File: config.mk
export PLATFORM = sky130hd
export DESIGN_NAME = cce_ctrl
export DESIGN_NICKNAME = d
export VERILOG_FILES = /design/src/core/cce_pkg.sv /design/src/core/cce_sync.sv /design/src/core/cce_ctrl.sv
export SDC_FILE = /design/constraint.sdc
export NUM_CORES = 1
export LEC_CHECK = 0
export CORE_AREA = 2 2 39 41
export CTS_BUF_LIST = sky130_fd_sc_hd__clkbuf_16
export DETAILED_ROUTE_END_ITERATION = 10
export DIE_AREA = 0 0 41 43
export DONT_BUFFER_PORTS = 1
export PLACE_DENSITY_LB_ADDON = 0.05
export SLEW_MARGIN = 10
export SYNTH_ARGS = -nofsm -noshare
export SYNTH_HDL_FRONTEND = slang
export SYNTH_SLANG_ARGS = --single-unit
File: constraint.sdc
create_clock -name i_mclk -period 1.95 [get_ports i_mclk]
set_clock_uncertainty 0.15 [all_clocks]
set_input_delay 0.195 -clock i_mclk [delete_from_list [all_inputs] [get_ports i_mclk]]
set_output_delay 0.195 -clock i_mclk [all_outputs]
set_load 0.01 [all_outputs]
File: src/core/cce_pkg.sv
// Constants for the configuration chain enable control block.
package cce_pkg;
	// ==========================================================
	// Boot modes
	localparam logic [1:0] MODE_PASSIVE = 2'h0;
	localparam logic [1:0] MODE_ACTIVE_SERIAL = 2'h1;
	localparam logic [1:0] MODE_ACTIVE_PARALLEL = 2'h2;
	// ==========================================================
	// Reset values
	localparam logic RST_CHAIN_OUT_OE = 1'b0;
	localparam logic RST_SELECT_N = 1'b1;
	// ==========================================================
	// Controller states, one-hot
	typedef enum logic [3:0] {
		ST_IDLE = 4'h1,
		ST_LOAD = 4'h2,
		ST_INIT = 4'h4,
		ST_USER = 4'h8
	} cce_state_t;
endpackage

File: src/core/cce_sync.sv
// Two-flip-flop synchroniser for a group of pin inputs.
`timescale 1ns/100ps
module cce_sync #(
	parameter int WIDTH = 1
) (
	input wire logic i_mclk,
	input wire logic i_rst,
	input wire logic [WIDTH-1:0] i_async,
	output logic [WIDTH-1:0] o_sync
);
	logic [WIDTH-1:0] stage1;

	// ==========================================================
	// Synchroniser
	// Each bit passes two flops; reset loads all-ones then follows the pin.
	genvar g;
	generate
		for (g = 0; g < WIDTH; g++) begin : g_bit
			always_ff @(posedge i_mclk or posedge i_rst) begin
				if (i_rst) begin
					stage1[g] <= 1'b1;
					o_sync[g] <= 1'b1;
				end else begin
					stage1[g] <= i_async[g];
					o_sync[g] <= stage1[g];
				end
			end
		end
	endgenerate
endmodule

File: src/core/cce_ctrl.sv
// Chain enable and boot-memory select control for a configurable device.
// Contract
// - configure only while chain enable input low
// - drive chain enable output low when done
// - option off makes output a user pin
// - active serial selects serial boot memory
// - active parallel enables flash chip enable
`timescale 1ns/100ps
module cce_ctrl (
	input wire logic i_mclk,
	input wire logic i_rst,
	input wire logic i_chain_enable_in_n,
	input wire logic [1:0] i_boot_mode,
	input wire logic i_load_start,
	input wire logic i_load_done,
	input wire logic i_init_done,
	input wire logic i_dual_purpose_on,
	input wire logic i_user_out,
	input wire logic i_user_oe,
	input wire logic i_chain_enable_out_pin,
	output logic o_load_enable,
	output logic o_load_active,
	output logic o_config_done,
	output logic o_user_in,
	output logic o_chain_enable_out_n_o,
	output logic o_chain_enable_out_n_oe,
	output logic o_serial_boot_select_n,
	output logic o_parallel_boot_select_n
);
	logic [1:0] pins_sync;
	logic ce_n;
	logic chain_pin;
	cce_pkg::cce_state_t state;
	cce_pkg::cce_state_t next_state;
	logic active_serial_boot;
	logic active_parallel_boot;
	logic next_oe;
	logic next_out;

	// ==========================================================
	// Pin synchronisation
	// The enable pin and the chain output readback come from outside.
	cce_sync #(
		.WIDTH(2)
	) u_sync (
		.i_mclk(i_mclk),
		.i_rst(i_rst),
		.i_async({i_chain_enable_out_pin, i_chain_enable_in_n}),
		.o_sync(pins_sync)
	);
	assign ce_n = pins_sync[0];
	assign chain_pin = pins_sync[1];

	assign active_serial_boot = (i_boot_mode == cce_pkg::MODE_ACTIVE_SERIAL);
	assign active_parallel_boot = (i_boot_mode == cce_pkg::MODE_ACTIVE_PARALLEL);

	// ==========================================================
	// Configuration sequence
	// Next state; a high enable input aborts any load and blocks starting.
	always_comb begin
		next_state = state;
		unique case (state)
			cce_pkg::ST_IDLE: begin
				if (!ce_n && i_load_start) begin
					next_state = cce_pkg::ST_LOAD;
				end
			end
			cce_pkg::ST_LOAD: begin
				if (ce_n) begin
					next_state = cce_pkg::ST_IDLE;
				end else if (i_load_done) begin
					next_state = cce_pkg::ST_INIT;
				end
			end
			cce_pkg::ST_INIT: begin
				if (i_init_done) begin
					next_state = cce_pkg::ST_USER;
				end
			end
			cce_pkg::ST_USER: begin
				next_state = cce_pkg::ST_USER;
			end
			default: begin
				next_state = cce_pkg::ST_IDLE;
			end
		endcase
	end

	// State register.
	always_ff @(posedge i_mclk or posedge i_rst) begin
		if (i_rst) begin
			state <= cce_pkg::ST_IDLE;
		end else begin
			state <= next_state;
		end
	end

	// Loading is allowed only while the synchronised enable is low.
	assign o_load_enable = !ce_n;
	assign o_load_active = (state == cce_pkg::ST_LOAD);

	// Done flag follows the sequence past the data load.
	always_ff @(posedge i_mclk or posedge i_rst) begin
		if (i_rst) begin
			o_config_done <= 1'b0;
		end else begin
			o_config_done <= (next_state == cce_pkg::ST_INIT) || (next_state == cce_pkg::ST_USER);
		end
	end

	// ==========================================================
	// Chain enable output
	// Open drain: released until done, then pulled low; in user mode with the
	// option off the pin follows the user drive instead.
	always_comb begin
		next_oe = cce_pkg::RST_CHAIN_OUT_OE;
		next_out = 1'b0;
		if (next_state == cce_pkg::ST_INIT || next_state == cce_pkg::ST_USER) begin
			next_oe = 1'b1;
		end
		if (next_state == cce_pkg::ST_USER && !i_dual_purpose_on) begin
			next_oe = i_user_oe;
			next_out = i_user_out;
		end
	end

	// Registered pin drive.
	always_ff @(posedge i_mclk or posedge i_rst) begin
		if (i_rst) begin
			o_chain_enable_out_n_oe <= cce_pkg::RST_CHAIN_OUT_OE;
			o_chain_enable_out_n_o <= 1'b0;
		end else begin
			o_chain_enable_out_n_oe <= next_oe;
			o_chain_enable_out_n_o <= next_out;
		end
	end

	// Input path of the pin when used as a user pin.
	assign o_user_in = chain_pin;

	// ==========================================================
	// Boot memory selects
	// Each select is active low only in its own mode while loading.
	always_ff @(posedge i_mclk or posedge i_rst) begin
		if (i_rst) begin
			o_serial_boot_select_n <= cce_pkg::RST_SELECT_N;
			o_parallel_boot_select_n <= cce_pkg::RST_SELECT_N;
		end else begin
			o_serial_boot_select_n <= !(active_serial_boot &&
				next_state == cce_pkg::ST_LOAD);
			o_parallel_boot_select_n <= !(active_parallel_boot &&
				next_state == cce_pkg::ST_LOAD);
		end
	end

	// ==========================================================
	// Checks
	a_released_before_done: assert property (@(posedge i_mclk) disable iff (i_rst)
		!o_config_done |-> !o_chain_enable_out_n_oe)
		else $error("chain output driven before done");
	a_driven_low_done: assert property (@(posedge i_mclk) disable iff (i_rst)
		(o_config_done && (i_dual_purpose_on || state == cce_pkg::ST_INIT))
		|-> (o_chain_enable_out_n_oe && !o_chain_enable_out_n_o))
		else $error("chain output not low after done");
	a_load_needs_enable: assert property (@(posedge i_mclk) disable iff (i_rst)
		$rose(o_load_active) |-> $past(!ce_n))
		else $error("load began with enable high");
	a_abort_on_high: assert property (@(posedge i_mclk) disable iff (i_rst)
		(o_load_active && ce_n) |=> !o_load_active)
		else $error("load continued with enable high");
	a_serial_select: assert property (@(posedge i_mclk) disable iff (i_rst)
		(o_load_active && active_serial_boot && $stable(i_boot_mode))
		|-> !o_serial_boot_select_n)
		else $error("serial select missing while loading");
	a_parallel_select: assert property (@(posedge i_mclk) disable iff (i_rst)
		(o_load_active && active_parallel_boot && $stable(i_boot_mode))
		|-> !o_parallel_boot_select_n)
		else $error("parallel select missing while loading");
	a_selects_idle: assert property (@(posedge i_mclk) disable iff (i_rst)
		!o_load_active |-> (o_serial_boot_select_n && o_parallel_boot_select_n))
		else $error("select active outside loading");
	a_user_pin_mode: assert property (@(posedge i_mclk) disable iff (i_rst)
		(state == cce_pkg::ST_USER && !i_dual_purpose_on) |=>
		(state != cce_pkg::ST_USER || i_dual_purpose_on ||
		o_chain_enable_out_n_oe == $past(i_user_oe)))
		else $error("user pin enable not followed");

	// Sequencing and select cross-checks; done stays set until the next reset.
	a_done_sticky: assert property (@(posedge i_mclk) disable iff (i_rst)
		o_config_done |=> o_config_done)
		else $error("config done dropped before reset");
	a_idle_refuse: assert property (@(posedge i_mclk) disable iff (i_rst)
		(state == cce_pkg::ST_IDLE && ce_n) |=> !o_load_active)
		else $error("load started with enable high");
	a_user_out_follow: assert property (@(posedge i_mclk) disable iff (i_rst)
		(state == cce_pkg::ST_USER && !i_dual_purpose_on) |=>
		(i_dual_purpose_on || o_chain_enable_out_n_o == $past(i_user_out)))
		else $error("user pin level not followed");
	a_select_exclusive: assert property (@(posedge i_mclk) disable iff (i_rst)
		!(!o_serial_boot_select_n && !o_parallel_boot_select_n))
		else $error("both boot selects active");
	a_select_after_load: assert property (@(posedge i_mclk) disable iff (i_rst)
		(o_load_active && i_load_done && !ce_n) |=>
		(o_serial_boot_select_n && o_parallel_boot_select_n && o_config_done))
		else $error("selects or done wrong after load");
	a_serial_mode_only: assert property (@(posedge i_mclk) disable iff (i_rst)
		!o_serial_boot_select_n |-> $past(active_serial_boot))
		else $error("serial select outside serial mode");
	a_parallel_mode_only: assert property (@(posedge i_mclk) disable iff (i_rst)
		!o_parallel_boot_select_n |-> $past(active_parallel_boot))
		else $error("parallel select outside parallel mode");
endmodule

==> results.cfg <==
[status]
outcome = complete, no violations

[detailed_routing]
wl_um = 901
firstDrtPassIters = 3
drtAntennaViolNets = 0
via_per_inst = 4.942
drc = 0
wire_per_inst_um = 13.06
first_iter_violations = 7
num_vias = 341

[global_routing]
first_global_vias = 346
grt_pass1_wl_um = 1449
gr-usage-all-layers = 0.1276
antenna_found_initial = 0
grt_overflow = 0
grt_max_degree = 14

[critical_path]
worstPathArrival_ns = 1.88
worstSetupPathType = reg2reg
worst_path_max_delay_cell = dlygate4sd3_1
path_buf_inv = 1
cp_cell_sequence = or3_4 > a21oi_2 > nand3b_1 > dlygate4sd3_1
critPathLaunchType = register
end_kind = register
slowest_delay_ns = 0.56
crit_family = buffers and inverters
cp_max_fo = 5
crit_required_ns = 1.96

[floorplan]
initial_core_util = 0.3608
num_rows = 14
die_h_um = 43
coreArea_um2 = 1384
die_w_um = 41
dieArea_um2 = 1763
top_level_ports = 20

[sta]
worstMarginPinSlew_ns = 0.4715
tns_ns = 0
fmax_ghz = 0.5340
finalSetupViolations = 0
post-route-period-util = 0.9603
final_max_slew_viol_count = 0
slew_headroom = 0.6853
hold_viol_final = 0
timing.final.ws_setup_ns = 0.07738
period_minus_slack_ns = 1.873

[synth]
synth_top_area_share = 0.3684
synth_edf_count = 0
synthArstFlopShare = 1.000
synth_cell_types = 19
synthTopCellsByArea = dfstp_2 (37%), dfrtp_1 (30%), nand3b_1 (4.5%)
ys.flop_type = dfstp_2
yosys_warnings = 0
syn-num-nets = 51
synth-seq-area-share = 0.6692
yosysTopAreaCell = dfstp_2
yosysMostFrequentCell = dfstp_2
ys_seq_elements = 13
ys_top_cells_by_count = dfstp_2 (7), dfrtp_1 (6), nand3b_1 (3), nor2_1 (3), nor3_1 (3)
syn_avg_cell_area_um2 = 12.80
netlist_area_um2 = 499.2
syn_inst = 39

[layout]
instances_no_fill = 69
drive_above_1_share = 0.3208
final_area_um2 = 699.4
n_antenna_cell = 0
nets = 66
syn_to_final_growth_pct = 40.10

[clock_network]
cts_tree = done
numCtsBuffers = 3
cts-root-buf = clkbuf_16
clk_pin_slew_ns = 0.04
cts_sinks = 13
clkLatencyLatePin_ns = 0.24
htree_levels = 1
clock_path_buffers = 2

[worst_hold_path]
hp-class = in2reg

[place]
numPortBuffers = 0
dp_slack_ns = 0.2034
post-dp-hpwl_um = 622.7
place_area_um2 = 519.2
dp_cells = 55
place.gp.congestion = 0.6312

[pwr]
p_leak_nw = 0.2972
ir_drop_mv = 0.5770
powerDensity_nw_per_um2 = 1017

[flow_run]
cap_violations = 0
[state kept, by name, summed over array words and instances (netlist names)]
name	flops
o_chain_enable_out_n_o	1
o_serial_boot_select_n	1
u_sync.o_sync	2
o_chain_enable_out_n_oe	1
o_parallel_boot_select_n	1
o_config_done	1
state	4
u_sync.stage1	2
[power by group]
group	leakage [nW]	switching, mW	internal, mW
clock	0.0423	0.102	0.269
combinational	0.101	0.0170	0.0234
sequential	0.154	0.0115	0.288
[worst paths after layout]
path                                  start                     end  slack, ns  cells after the start
setup / recovery                   state[3]  o_serial_boot_select_n       0.08                      4
hold / removal                  i_load_done                state[2]       0.01                      2
setup reg to reg                   state[3]  o_serial_boot_select_n       0.08                      4
hold reg to reg            u_sync.stage1[0]        u_sync.o_sync[0]       0.20                      0
max in group asynchronous             i_rst                state[1]       1.03                      2
min in group asynchronous             i_rst           o_config_done       0.28                      2
[routing by layer]
metal,vias up,track usage,wire length (µm)
met5,-,0,0
met4,0,0.04000,0
met3,0,0.06283,86
met2,13,0.2063,493
met1,165,0.1390,321
li1,163,-,-
[cells by family after synthesis]
| family | synth area share |
|---|---|
| and+or+nand+nor | 0.2080 |
| AOI/OAI and AO/OA | 0.08523 |
| muxes | 0.02255 |
| DFF | 0.6692 |
| buffers and inverters | 0.01504 |
[per-stage QoR]
| step | utilization | power, mW | hold slack [ns] |
|---|---|---|---|
| 2_1_floorplan | - | 0.3205 | -0.08305 |
| 3_3_place_gp | 0.3752 | 0.3258 | -0.03583 |
| 3_5_place_dp | 0.3752 | 0.3269 | -0.02665 |
| 4_1_cts | 0.4901 | 0.7142 | 0.003528 |
| 5_1_grt | 0.5054 | 0.7369 | 0.02270 |
| 6_report | 0.5054 | 0.7114 | 0.01080 |
[placed cells by master, fill, tap and decap left out]
cell type      count
a21oi_1            2
a21oi_2            1
a31oi_1            1
and2_1             1
buf_4              2
clkbuf_16          3
dfrtp_1            5
dfrtp_2            1
dfstp_2            7
dlygate4sd3_1      8
inv_1              3
mux2_2             1
nand3b_1           3
nor2_1             3
nor2b_1            2
nor3_1             3
nor3b_1            1
nor4_1             1
o21a_1             1
o21ba_2            1
or2b_1             1
or3_4              1
or3b_1             1
[worst register-to-register path, cell delays in order, from the launching register on]
cell           delay (ns)
dfrtp_1              0.41
or3_4                0.41
a21oi_2              0.17
nand3b_1             0.10
dlygate4sd3_1        0.56
[layout make-up]
type | count | area [µm²]
clock buffers | 3 | 75.07
clock inverters | 1 | 3.754
fillers | 135 | 684.4
inverters | 2 | 7.507
multi-input cells | 24 | 162.7
flip-flops and latches | 13 | 335.3
well taps | 16 | 20.02
repair buffers | 10 | 95.09
[repair_timing]
action | CTS | global route
hold endpoints to repair | 12 | 0
hold buffers | 8 | 0
endpoints found under the setup margin | 0 | 1
setup buffers | 0 | 2
resized for setup | 0 | 2
(Power assumes the default switching activity.)
